===== config.mk =====
export PLATFORM = sky130hd
export DESIGN_NAME = audio_amp_power_control
export DESIGN_NICKNAME = d
export VERILOG_FILES = /design/src/audio_amp_pkg.sv /design/src/audio_amp_power_control.sv
export SDC_FILE = /design/constraint.sdc
export NUM_CORES = 1
export LEC_CHECK = 0
export BUFFER_PORTS_ARGS = -buffer_cell sky130_fd_sc_hd__buf_4
export CORE_UTILIZATION = 36
export CTS_CLUSTER_DIAMETER = 200
export DETAILED_ROUTE_END_ITERATION = 10
export HOLD_SLACK_MARGIN = 0.02
export PLACE_DENSITY_LB_ADDON = 0.05
export SYNTH_ARGS = -nofsm -noshare
export SYNTH_HDL_FRONTEND = slang
export SYNTH_SLANG_ARGS = --single-unit

===== constraint.sdc =====
create_clock -name pclk -period 2.5 [get_ports pclk]
set_input_delay 0.125 -clock pclk [delete_from_list [all_inputs] [get_ports pclk]]
set_output_delay 0.125 -clock pclk [all_outputs]
set_load 0.02 [all_outputs]

===== src/audio_amp_pkg.sv =====
/*
  constants, types and register map for the audio amplifier power control block.
  assumes an apb master on pclk; control registers hold 8-bit data in the low bits of a 32-bit word, status uses bits 5..17.
*/
// Behaviour
// - gain code 0 and 15 give -22 dB; codes 1..14 step from +20 dB down by 3 dB
// - on and precharge bits pick stand-by, input precharge or active; both set is forbidden
// - power level bit 0 selects low power, 1 selects high power
// - amplifier control register resets to zero; bit 7 unused, reads zero
// - block fast charges while its fastcharge and power bits are both high
// - clearing a power bit powers the block down; reuse needs the full sequence
// - independent power and fastcharge pairs for seven blocks; master fastcharge is bit 1
// - dacs have power bits only; all blocks may precharge together
// - codec reset register: mask bit 2, filter reset_n bit 1, codec reset_n bit 0, reset zero
// - precharge register: bit 0 master power, bit 1 master fastcharge, bits 2..7 per block
package audio_amp_pkg;
  // register indices; the byte address on the bus is four times the index
  localparam logic [7:0] idx_power = 8'h00;
  localparam logic [7:0] idx_dac_power = 8'h01;
  localparam logic [7:0] idx_precharge = 8'h0C;
  localparam logic [7:0] idx_codec_reset = 8'h10;
  localparam logic [7:0] idx_amp_control = 8'h11;
  localparam logic [7:0] idx_status = 8'h20;
  localparam int addr_w = 10;
  // reset values
  localparam logic [7:0] rst_byte = 8'h00;
  // amp_control fields
  localparam int amp_on_bit = 6;
  localparam int amp_prech_bit = 5;
  localparam int amp_lp_bit = 4;
  localparam logic [7:0] amp_ctrl_mask = 8'h7F;
  localparam logic [3:0] gain_min_a = 4'h0;
  localparam logic [3:0] gain_min_b = 4'hF;
  localparam logic signed [5:0] gain_top_db = 6'sd20;
  localparam logic signed [5:0] gain_step_db = 6'sd3;
  localparam logic signed [5:0] gain_floor_db = -6'sd22;
  // codec reset fields
  localparam int rst_mask_bit = 2;
  localparam int rst_filt_bit = 1;
  localparam int rst_codec_bit = 0;
  localparam logic [7:0] codec_reset_mask_w = 8'h07;
  // power register fields (bits 0..1 dac power in register 01h)
  localparam int dac_left_bit = 0;
  localparam int dac_right_bit = 1;
  localparam logic [7:0] dac_power_mask = 8'h03;
  localparam int master_power_bit = 0;
  localparam int master_fastcharge_bit = 1;

  typedef enum logic [1:0] {
    amp_standby,
    amp_precharging,
    amp_active
  } amp_mode_t;

  // per block power and fastcharge: 0 master, 1 left line in, 2 right line in,
  // 3 left line out, 4 right line out, 5 aux input, 6 amp driver
  typedef struct packed {
    logic [6:0] powered;
    logic [6:0] charging;
    logic [1:0] dac_on;
  } block_power_t;

  typedef struct packed {
    logic [7:0] power;
    logic [7:0] dac_power;
    logic [7:0] precharge;
    logic [7:0] codec_reset;
    logic [7:0] amp_control;
    logic [31:0] prdata;
  } regs_t;
endpackage : audio_amp_pkg


===== src/audio_amp_power_control.sv =====
/*
  apb register slave and decode of the amplifier and analog power controls.
  assumes an apb3 master on pclk; audio_reset_n comes from outside, asynchronous.
*/
// Decided for this implementation: the APB register port.
module audio_amp_power_control
  import audio_amp_pkg::*;
(
  // apb
  input wire logic pclk,
  input wire logic presetn,
  input wire logic psel,
  input wire logic penable,
  input wire logic pwrite,
  input wire logic [addr_w-1:0] paddr,
  input wire logic [31:0] pwdata,
  output logic [31:0] prdata,
  output logic pready,
  output logic pslverr,
  // audio supply reset from outside
  input wire logic audio_reset_n,
  // amplifier controls
  output amp_mode_t amp_mode,
  output logic amp_power_level,
  output logic [3:0] amp_gain_code,
  output logic signed [5:0] amp_gain_db,
  // analog block controls
  output block_power_t block_power,
  output logic codec_reset_mask,
  output logic codec_filter_reset_n,
  output logic codec_reset_n
);

  typedef struct packed {
    regs_t r;
    logic [1:0] ares_sync;
    amp_mode_t mode;
    logic signed [5:0] gain_db;
    block_power_t blk;
  } state_t;

  state_t s_q, s_d;
  logic acc, wr, rd, hit;
  logic [7:0] index;

  // gain code to decibels
  function automatic logic signed [5:0] gain_of(input logic [3:0] code);
    if (code == gain_min_a || code == gain_min_b) begin
      return gain_floor_db;
    end
    return 6'(gain_top_db - gain_step_db * 6'(signed'({2'b00, code}) - 6'sd1));
  endfunction : gain_of

  // mode from the on and precharge bits
  function automatic amp_mode_t mode_of(input logic on, input logic pre);
    unique case ({on, pre})
      2'b01: return amp_precharging;
      2'b10: return amp_active;
      default: return amp_standby;
    endcase
  endfunction : mode_of

  assign acc = psel && penable;
  assign index = 8'(paddr[addr_w-1:2]);
  assign wr = acc && pwrite;
  assign rd = psel && !penable && !pwrite;
  always_comb begin
    unique case (index)
      idx_power, idx_dac_power, idx_precharge, idx_codec_reset, idx_amp_control, idx_status: hit = 1'b1;
      default: hit = 1'b0;
    endcase
  end

  // next state
  always_comb begin
    s_d = s_q;
    s_d.ares_sync = {s_q.ares_sync[0], audio_reset_n};
    if (wr && hit) begin
      unique case (index)
        idx_power: s_d.r.power = pwdata[7:0];
        idx_dac_power: s_d.r.dac_power = pwdata[7:0] & dac_power_mask;
        idx_precharge: s_d.r.precharge = pwdata[7:0];
        idx_codec_reset: s_d.r.codec_reset = pwdata[7:0] & codec_reset_mask_w;
        idx_amp_control: s_d.r.amp_control = pwdata[7:0] & amp_ctrl_mask;
        default: s_d.r = s_q.r;
      endcase
    end
    // audio reset held low keeps the analog registers at reset
    if (!s_q.ares_sync[1]) begin
      s_d.r.power = rst_byte;
      s_d.r.dac_power = rst_byte;
      s_d.r.precharge = rst_byte;
      s_d.r.codec_reset = rst_byte;
      s_d.r.amp_control = rst_byte;
    end
    // read data captured in the setup cycle
    if (rd) begin
      unique case (index)
        idx_power: s_d.r.prdata = {24'h0000_00, s_q.r.power};
        idx_dac_power: s_d.r.prdata = {24'h0000_00, s_q.r.dac_power};
        idx_precharge: s_d.r.prdata = {24'h0000_00, s_q.r.precharge};
        idx_codec_reset: s_d.r.prdata = {24'h0000_00, s_q.r.codec_reset};
        idx_amp_control: s_d.r.prdata = {24'h0000_00, s_q.r.amp_control};
        idx_status: s_d.r.prdata = {14'h0000, s_q.mode, 1'b0, s_q.blk.powered, s_q.blk.dac_on,
                                    s_q.ares_sync[1], 5'h00};
        default: s_d.r.prdata = 32'h0000_0000;
      endcase
    end
    s_d.mode = mode_of(s_q.r.amp_control[amp_on_bit], s_q.r.amp_control[amp_prech_bit]);
    s_d.gain_db = gain_of(s_q.r.amp_control[3:0]);
    // master in precharge register bit 0, others in power register bits 1..6
    s_d.blk.powered = {s_q.r.power[6:1], s_q.r.precharge[master_power_bit]};
    // fast charge runs only while both bits are high
    s_d.blk.charging = s_d.blk.powered & {s_q.r.precharge[7:2], s_q.r.precharge[master_fastcharge_bit]};
    s_d.blk.dac_on = s_q.r.dac_power[1:0];
  end

  always_ff @(posedge pclk or negedge presetn) begin
    if (!presetn) begin
      s_q <= '0;
    end else begin
      s_q <= s_d;
    end
  end

  // outputs
  assign prdata = s_q.r.prdata;
  assign pready = 1'b1;
  assign pslverr = acc && !hit;
  assign amp_mode = s_q.mode;
  assign amp_power_level = s_q.r.amp_control[amp_lp_bit];
  assign amp_gain_code = s_q.r.amp_control[3:0];
  assign amp_gain_db = s_q.gain_db;
  assign block_power = s_q.blk;
  assign codec_reset_mask = s_q.r.codec_reset[rst_mask_bit];
  assign codec_filter_reset_n = s_q.r.codec_reset[rst_filt_bit];
  assign codec_reset_n = s_q.r.codec_reset[rst_codec_bit];

  chk_forbidden_standby: assert property (@(posedge pclk) disable iff (!presetn)
    (s_q.r.amp_control[6:5] == 2'b11) |=> (amp_mode == amp_standby))
    else $error("forbidden amp mode not in standby");
  chk_active_mode: assert property (@(posedge pclk) disable iff (!presetn)
    (s_q.r.amp_control[6:5] == 2'b10) |=> (amp_mode == amp_active))
    else $error("amp not active");
  chk_prech_mode: assert property (@(posedge pclk) disable iff (!presetn)
    (s_q.r.amp_control[6:5] == 2'b01) |=> (amp_mode == amp_precharging))
    else $error("amp not precharging");
  chk_gain_floor: assert property (@(posedge pclk) disable iff (!presetn)
    (amp_gain_code == 4'hF || amp_gain_code == 4'h0) |=> ($past(amp_gain_code) != amp_gain_code ||
    amp_gain_db == -6'sd22))
    else $error("gain floor wrong");
  chk_gain_top: assert property (@(posedge pclk) disable iff (!presetn)
    (amp_gain_code == 4'h1) ##1 (amp_gain_code == 4'h1) |-> (amp_gain_db == 6'sd20))
    else $error("top gain wrong");
  chk_amp_write: assert property (@(posedge pclk) disable iff (!presetn)
    (wr && index == idx_amp_control && s_q.ares_sync[1]) |=> (s_q.r.amp_control == ($past(pwdata[7:0]) & 8'h7F)))
    else $error("amp control write lost");
  chk_charge_gate: assert property (@(posedge pclk) disable iff (!presetn)
    (!s_q.r.precharge[0]) |=> (!block_power.charging[0] && !block_power.powered[0]))
    else $error("master charging while off");
  chk_codec_reset: assert property (@(posedge pclk) disable iff (!presetn)
    (wr && index == idx_codec_reset && s_q.ares_sync[1]) |=> (codec_reset_n == $past(pwdata[0]) &&
    codec_reset_mask == $past(pwdata[2])))
    else $error("codec reset write lost");
  chk_power_down: assert property (@(posedge pclk) disable iff (!presetn)
    (wr && index == idx_power && s_q.ares_sync[1] && !pwdata[6]) |=> ##1 !block_power.powered[6])
    else $error("driver not powered down");

  // register writes reach the decoded outputs
  chk_level_write: assert property (@(posedge pclk) disable iff (!presetn)
    (wr && index == idx_amp_control && s_q.ares_sync[1]) |=> (amp_power_level == $past(pwdata[amp_lp_bit])))
    else $error("power level write lost");
  chk_gain_step: assert property (@(posedge pclk) disable iff (!presetn)
    (amp_gain_code != gain_min_a && amp_gain_code != gain_min_b) ##1 $stable(amp_gain_code) |->
    (amp_gain_db == 6'(6'sd23 - 6'sd3 * signed'({2'b00, amp_gain_code}))))
    else $error("gain step wrong");
  chk_dac_power: assert property (@(posedge pclk) disable iff (!presetn)
    (wr && index == idx_dac_power && s_q.ares_sync[1]) |=> ##1 (block_power.dac_on == $past(pwdata[1:0], 2)))
    else $error("dac power write lost");
  chk_block_power: assert property (@(posedge pclk) disable iff (!presetn)
    (wr && index == idx_power && s_q.ares_sync[1]) |=> ##1
    (block_power.powered[6:1] == $past(pwdata[6:1], 2)))
    else $error("block power write lost");
  chk_fastcharge_map: assert property (@(posedge pclk) disable iff (!presetn)
    (wr && index == idx_precharge && s_q.ares_sync[1]) |=> ##1
    (block_power.charging[6:1] == ($past(pwdata[7:2], 2) & block_power.powered[6:1])))
    else $error("fastcharge map wrong");

  // master fast charge follows power and fastcharge together; filter reset follows its write
  chk_master_charge: assert property (@(posedge pclk) disable iff (!presetn)
    (s_q.r.precharge[1:0] == 2'b11) |=> block_power.charging[0])
    else $error("master not charging");
  chk_codec_filter: assert property (@(posedge pclk) disable iff (!presetn)
    (wr && index == idx_codec_reset && s_q.ares_sync[1]) |=> (codec_filter_reset_n == $past(pwdata[rst_filt_bit])))
    else $error("filter reset write lost");

  // audio reset held low keeps the controls at reset
  chk_audio_hold: assert property (@(posedge pclk) disable iff (!presetn)
    (!s_q.ares_sync[1]) |=> (s_q.r.amp_control == rst_byte && !codec_reset_n && !codec_reset_mask))
    else $error("controls not held in audio reset");

endmodule : audio_amp_power_control


# Word level (Yosys, flattened, before mapping)
# Cells that the tools add are included.
# Widths: inputs -> output; s select.
[classes]
shift = 0
reduce_logical = 18
n_lt_le_gt_ge = 0
div = 0
mux = 14
addsub = 2
eq_ne = 14
n_mul = 1
bitwise_logic = 1
[ops]
columns = ["cell", "n"]
rows = [
  ["$pmux 18 s6", 1],
  ["$mux 72", 1],
  ["$mux 40", 1],
  ["$mux 8", 5],
  ["$mux 32", 1],
  ["$eq 8x5->1 const B", 2],
  ["$mux 6", 2],
  ["$ne 2x1->1 const B", 6],
  ["$reduce_and 2->1", 5],
  ["$eq 8x1->1 const B", 1],
  ["$eq 8x4->1 const B", 1],
  ["$eq 8x6->1 const B", 1],
  ["$logic_not 8->1", 1],
  ["$and 7x7->7", 1],
  ["$logic_and 1x1->1", 6],
  ["$mul 3x5->6 const A", 1],
  ["$reduce_or 6->1", 1],
  ["$sub 6x6->6 const A", 1],
  ["$sub 4x1->5 const B", 1],
  ["$eq 4x4->1 const B", 1],
  ["$logic_not 4->1", 1],
  ["$pmux 2 s2", 1],
  ["$logic_not 1->1", 3],
  ["$eq 2x1->1 const B", 1],
  ["3 further kinds", 4],
]
[totals]
out_inout_bits = 66
ramBits = 0
latch_bits = 0
memories = 0
mem_bits_ro = 0
register_bits = 98
input_bits = 48
elab_cells = 62

# Depth between registers and ports, before layout
# Gate-level depths: netlist of the first run.
[depth]
depth_word = 6
ltp_mapped = 12
mapped_depth_nobuf = 11

# Least setup slack after synthesis of the first run
# Ideal clock, no wire load.
[synth_path]
kind = "register to register"
startpoint = "reg s_q (netlist bit amp_gain_code[0])"
endpoint = "reg s_q (netlist bit amp_gain_db[5])"
path_stages_with_launch = 13
synth_period_minus_slack_ns = 2.613
required_time_ns = 2.381
n_path_buf = 1
setup_ns = 0.119
path_slack_ns = -0.113
arrival_time_ns = 2.493
path_cell_list = "dfrtp_1 > clkbuf_1 > inv_1 > ha_1 > xor2_1 > ha_1 > xnor2_1 > inv_1 > ha_1 > a31o_2 > a21oi_1 > xor2_1 > nand2_1"
[synth_lines]
columns = ["item", "line", "text"]
rows = [
  ["start, declared", "audio_amp_power_control.sv:42", "state_t s_q, s_d;"],
  ["start signal, assigned", "audio_amp_power_control.sv:120", "s_q <= '0;"],
  ["start signal, assigned", "audio_amp_power_control.sv:122", "s_q <= s_d;"],
]

==> results of run 1 <==
[routing by layer]
metal / vias to the layer above / part of all wire (%) / global-route usage, %
met5: - / 0 / 0
met4: 0 / 0.98 / 4.88
met3: 8 / 5.2 / 4.75
met2: 61 / 46 / 25.0
met1: 1117 / 48 / 21.6
li1: 1128 / - / -
[power by group]
part	switching [mW]	leakage, nW	internal, mW
Clock	0.440	0.0960	0.457
Sequential	0.0126	0.964	1.16
Combinational	0.109	1.09	0.0621
[path summary, 6_finish.rpt]
kind,cells past startpoint,from,to,slack (ns)
max,10,amp_gain_code[1],amp_gain_db[5],0.11
min,3,pwdata[7],s_q[81],0.04
max reg2reg,10,amp_gain_code[1],amp_gain_db[5],0.11
min reg2reg,0,s_d[25],s_q[25],0.35
max in group asynchronous,2,presetn,s_d[11],1.45
min in group asynchronous,2,presetn,prdata[9],0.44
[placed cells by master (no fill, tap or decap), drive strengths merged, types with 8 or more instances in the layout]
cell,n
a22o,14
and2,12
buf,83
clkbuf,10
conb,16
dfrtp,71
ha,8
inv,8
mux2i,31
nand2,13
nor2,12
nor2b,31
[flip-flops by register name, summed over array words and instances, names as in the netlist]
name / count
codec_filter_reset_n: 1
s_d: 10
amp_power_level: 1
amp_gain_code: 4
prdata: 17
codec_reset_n: 1
block_power: 16
amp_mode: 2
amp_gain_db: 6
s_q: 12
codec_reset_mask: 1
[area by class of cell]
class | instances | area, um2 | share of cell area, %
multi-input combinational | 195 | 1440 | 33.9
sequential | 71 | 1780 | 41.9
tap | 133 | 166 | 3.92
clock buffer | 10 | 128 | 3.01
clock inverter | 6 | 61.3 | 1.44
inverter | 8 | 30.0 | 0.708
timing repair buffer | 85 | 643 | 15.2
[cells by family after synthesis]
| kind of cell | Yosys count | share of synthesized area (%) |
|---|---|---|
| multiplexers | 33 | 9.36 |
| AO/OA/AOI/OAI | 36 | 7.28 |
| adder cells (fa/ha/maj) | 9 | 3.27 |
| other | 2 | 0.204 |
| AND/OR/NAND/NOR | 95 | 15.2 |
| buffers and inverters | 81 | 14.9 |
| XOR/XNOR | 6 | 1.43 |
| flip-flops | 71 | 48.3 |
[stage by stage]
step	setup WS, ns	cell area (um2)	util (%)	setup TNS (ns)	power [mW]
2_1_floorplan	0.0125	3750	-	0	1.30
3_3_place_gp	0.0766	4010	40.9	0	1.37
3_5_place_dp	0.0594	4010	40.9	0	1.37
4_1_cts	0.0423	4220	43.0	0	2.28
5_1_grt	-0.0000793	4240	43.2	-0.0000793	2.34
6_report	0.109	4240	43.2	0	2.24
[worst register-to-register path, cell delays in order (launching register included)]
cell and delay [ns]:
dfrtp_1 0.40, inv_1 0.10, buf_4 0.14, ha_1 0.29
ha_2 0.28, ha_1 0.19, ha_1 0.27, a31o_2 0.26
a21oi_2 0.14, xor2_1 0.14, nand2_1 0.07
[timing repair]
item | CTS | global route
buffers inserted | 0 | 1
endpoints found under the hold margin | 72 | 0
hold buffers | 2 | 0
gates resized for setup | 0 | 3
endpoints found under the setup margin | 0 | 1
==> impl_metrics.json, run 1 <==
{
  "status": "finished, final reports clean",
  "layout.cells.non_filler": 508,
  "ys_types": 43,
  "via_count": 2314,
  "clk_pin_slew_ns": 0.08,
  "drv_slew": 0,
  "yosysWarnings": 0,
  "ys_dominant_reg_cell": "dfrtp_1",
  "crit_family": "adder cells",
  "viasPerCell": 4.56,
  "critical_path_arrival_ns": 2.63,
  "fin_nets": 427,
  "die_w_um": 103,
  "drc": 0,
  "syn_area_mm2": 0.00368,
  "fmax_ghz": 0.418,
  "dr.pass1.iters": 4,
  "clk_latency_ns": 0.35,
  "grt_max_degree": 72,
  "root_buffer": "clkbuf_8",
  "place_congestion": 0.774,
  "whs_ns": 0.0432,
  "post-route-period-util_pct": 95.6,
  "worst-setup-path-type": "reg -> reg",
  "synth_common_cells": "dfrtp_1, buf_4, mux2i_1, nor2b_1, a22o_1",
  "start_util_pct": 37.4,
  "antenna_found_initial": 0,
  "synthCells": 333,
  "core_area_mm2": 0.00982,
  "cts.sinks": 71,
  "async_flop_share_pct": 100,
  "cp_max_fo": 5,
  "synth_most_common_cell": "dfrtp_1",
  "crit_chain": "inv_1 > buf_4 > ha_1 > ha_2 > ha_1 > ha_1 > a31o_2 > a21oi_2 > xor2_1 > nand2_1",
  "synth_edf_count": 0,
  "cts_max_level": 3,
  "hold_viol_final": 0,
  "cp_slowest_cell": "dfrtp_1",
  "setup_viol": 0,
  "grt_util_all_layers_pct": 16.1,
  "cts_buffer_depth": 2,
  "relSlewSlack_pct": 38.9,
  "powerDensity_mw_per_mm2": 528,
  "grt_first_pass_wirelength_um": 12300,
  "wl_per_cell_um": 15.7,
  "place_inst": 489,
  "route.final.wire_length_um": 7960,
  "path_buf_inv": 2,
  "cap_violations": 0,
  "holdCritPathClass": "in -> reg",
  "max_stage_delay_ns": 0.40,
  "row_count": 36,
  "overflow": 0,
  "ys_seq_elements": 71,
  "dieArea_mm2": 0.0106,
  "grt_pass1_vias": 2245,
  "leakagePower_nw": 2.15,
  "synth_area_leaders": "dfrtp_1, buf_4, mux2i_1",
  "diodes": 0,
  "first_iter_violations": 51,
  "numPortBuffers": 71,
  "synth_top_cell_area_share_pct": 48.3,
  "clock_skew_ns": 0.00681,
  "peakVddDrop_v": 0.000364,
  "die_h_um": 103,
  "avgSynthCellArea_um2": 11.0,
  "cts-buffers-inserted": 9,
  "startpoint_type": "flop",
  "end_kind": "flop",
  "worst_slew_pin_slew_ns": 0.916,
  "tritoncts": "built",
  "crit_top_cell": "ha_1",
  "fin_crit_ns": 2.39,
  "drive_above_1_share_pct": 29.3,
  "synth_seq_area_share_pct": 48.3,
  "crit_required_ns": 2.73,
  "ant_nets": 0,
  "area_delta_synth_final_pct": 15.5,
  "synth_top_cell_by_area": "dfrtp_1",
  "dpl.hpwl_um": 5540,
  "fillCellCount": 984,
  "ioPinCount": 114
}
No activity file was read; power rests on OpenSTA's default activity.
==> inputs of run 2 (changes only) <==
==> constraint.sdc (replaced) <==
create_clock -name pclk -period 2.45 [get_ports pclk]
set_input_delay 0.1225 -clock pclk [delete_from_list [all_inputs] [get_ports pclk]]
set_output_delay 0.1225 -clock pclk [all_outputs]
set_load 0.02 [all_outputs]
==> run 2 against run 1 <==
Sequential power about the same. Non-clock buffer count up 2. Critical path depth unchanged. Die area unchanged. Flip-flop and latch count unchanged. Clock skew about the same. Final cell count up 0.20%. Setup slack better by 0.044 ns.
==> impl_metrics.json, run 2 (same netlist as run 1, synthesis figures left out) <==
{
  "status": "finished, final reports clean",
  "clock_skew_ns": 0.00703,
  "final_cell_mix": "buf_4, dfrtp_1, nor2b_1, mux2i_1, conb_1",
  "powerDensity_mw_per_mm2": 578,
  "cap_violations": 0,
  "grt_max_degree": 72,
  "critical_path_arrival_ns": 2.53,
  "multiInputGateArea_mm2": 0.00145,
  "start_util_pct": 37.4,
  "seqCellArea_mm2": 0.00178,
  "grt_first_pass_wirelength_um": 13000,
  "dpl.hpwl_um": 5660,
  "cts-buffers-inserted": 9,
  "post-route-period-util_pct": 93.8,
  "place_inst": 489,
  "dieArea_mm2": 0.0106,
  "post-route-util_pct": 44.0,
  "power.internal_mw": 1.92,
  "area_delta_synth_final_pct": 17.6,
  "fillCellCount": 970,
  "setup_viol": 0,
  "p_sw_share_pct": 23.0,
  "tritoncts": "built",
  "finalSetupTns_ns": 0,
  "pwr-share-comb_pct": 7.2,
  "first_iter_violations": 56,
  "setup_ws_ns": 0.152,
  "layout_commonest_cell": "buf_4",
  "dp_slack_ns": 0.0526,
  "cp_max_fo": 5,
  "worst-setup-path-type": "reg -> reg",
  "clk_latency_ns": 0.34,
  "route.final.wire_length_um": 8080,
  "crit_required_ns": 2.68,
  "grt_util_all_layers_pct": 16.7,
  "fin_crit_ns": 2.30,
  "peakVddDrop_v": 0.000246,
  "die_h_um": 103,
  "ioPinCount": 114,
  "seqPwrFrac_pct": 47.7,
  "whs_ns": 0.0570,
  "numPortBuffers": 71,
  "via_count": 2341,
  "cts.sinks": 71,
  "drc": 0,
  "startpoint_type": "flop",
  "cts_buffer_depth": 2,
  "clk_pin_slew_ns": 0.08,
  "clockPowerShare_pct": 45.1,
  "overflow": 0,
  "die_w_um": 103,
  "cts_max_level": 3,
  "hold_viol_final": 0,
  "root_buffer": "clkbuf_8",
  "rsz0062_at_grt": "no",
  "drive_above_1_share_pct": 31.1,
  "end_kind": "flop",
  "relSlewSlack_pct": 39.3,
  "drv_slew": 0,
  "layout.cells.non_filler": 509,
  "row_count": 36,
  "wl_per_cell_um": 15.9,
  "viasPerCell": 4.60,
  "leakagePower_nw": 2.17,
  "largest_reg_flops": 17,
  "holdCritPathClass": "in -> reg",
  "core_area_mm2": 0.00982,
  "place_congestion": 0.748,
  "grt_pass1_vias": 2374,
  "diodes": 0,
  "ant_nets": 0,
  "switchingPower_mw": 0.576,
  "worst_slew_pin_slew_ns": 0.910,
  "antenna_found_initial": 0,
  "fmax_ghz": 0.435,
  "fin_nets": 429,
  "dr.pass1.iters": 4
}
[run 2: power groups by stage]
| stage | Clock (mW) | Combinational [mW] | Sequential (mW) |
|---|---|---|---|
| final | 1.13 | 0.179 | 1.19 |
| after global routing | 1.22 | 0.199 | 1.19 |
| after CTS | 1.17 | 0.182 | 1.19 |
| after detailed placement | 0 | 0.180 | 1.22 |
| after global placement | 0 | 0.179 | 1.22 |
| after floorplan | 0 | 0.119 | 1.21 |
[run 2: path summary, 6_finish.rpt]
| kind | from | to | slack [ns] | depth (start not counted) |
|---|---|---|---|---|
| setup reg to reg | amp_gain_code[1] | amp_gain_db[5] | 0.15 | 10 |
| max in group asynchronous | presetn | amp_gain_code[0] | 1.35 | 2 |
| min in group asynchronous | presetn | prdata[10] | 0.45 | 2 |
| hold reg to reg | s_d[25] | s_q[25] | 0.35 | 0 |
| setup / recovery | amp_gain_code[1] | amp_gain_db[5] | 0.15 | 10 |
| hold / removal | pwdata[7] | s_q[81] | 0.06 | 3 |
[run 2: final cells by class]
type,instances,area share [%]
Tap cell,133,3.85
Clock buffer,10,2.95
Inverter,8,0.695
Timing Repair Buffer,87,15.2
Multi-Input combinational cell,195,33.6
Clock inverter,5,2.49
Sequential cell,71,41.1
[run 2: worst max-delay path, stage by stage, from the launching register on]
cell     delay, ns
dfrtp_1       0.43
inv_2         0.11
ha_4          0.15
xor2_2        0.16
ha_2          0.29
ha_2          0.17
ha_1          0.27
a31o_2        0.26
a21oi_2       0.14
xor2_1        0.15
nand2_1       0.07
[run 2: metrics by stage]
step / cell area (um2) / power [mW]
2_1_floorplan: 3760 / 1.33
3_3_place_gp: 4020 / 1.40
3_5_place_dp: 4020 / 1.40
4_1_cts: 4270 / 2.54
5_1_grt: 4320 / 2.61
6_report: 4320 / 2.50
[run 2: repair_timing]
action	in CTS	in global routing
setup endpoints to repair	0	1
buffers inserted	0	3
hold endpoints to repair	72	0
hold buffers	2	0
gates resized for setup	0	7
[run 2: per-layer routing]
layer	up-vias	part of all wire [%]	global-route usage, %
li1	1133	-	-
met1	1136	49	22.7
met2	60	46	26.2
met3	12	3.7	3.53
met4	0	1.7	6.07
met5	-	0	0
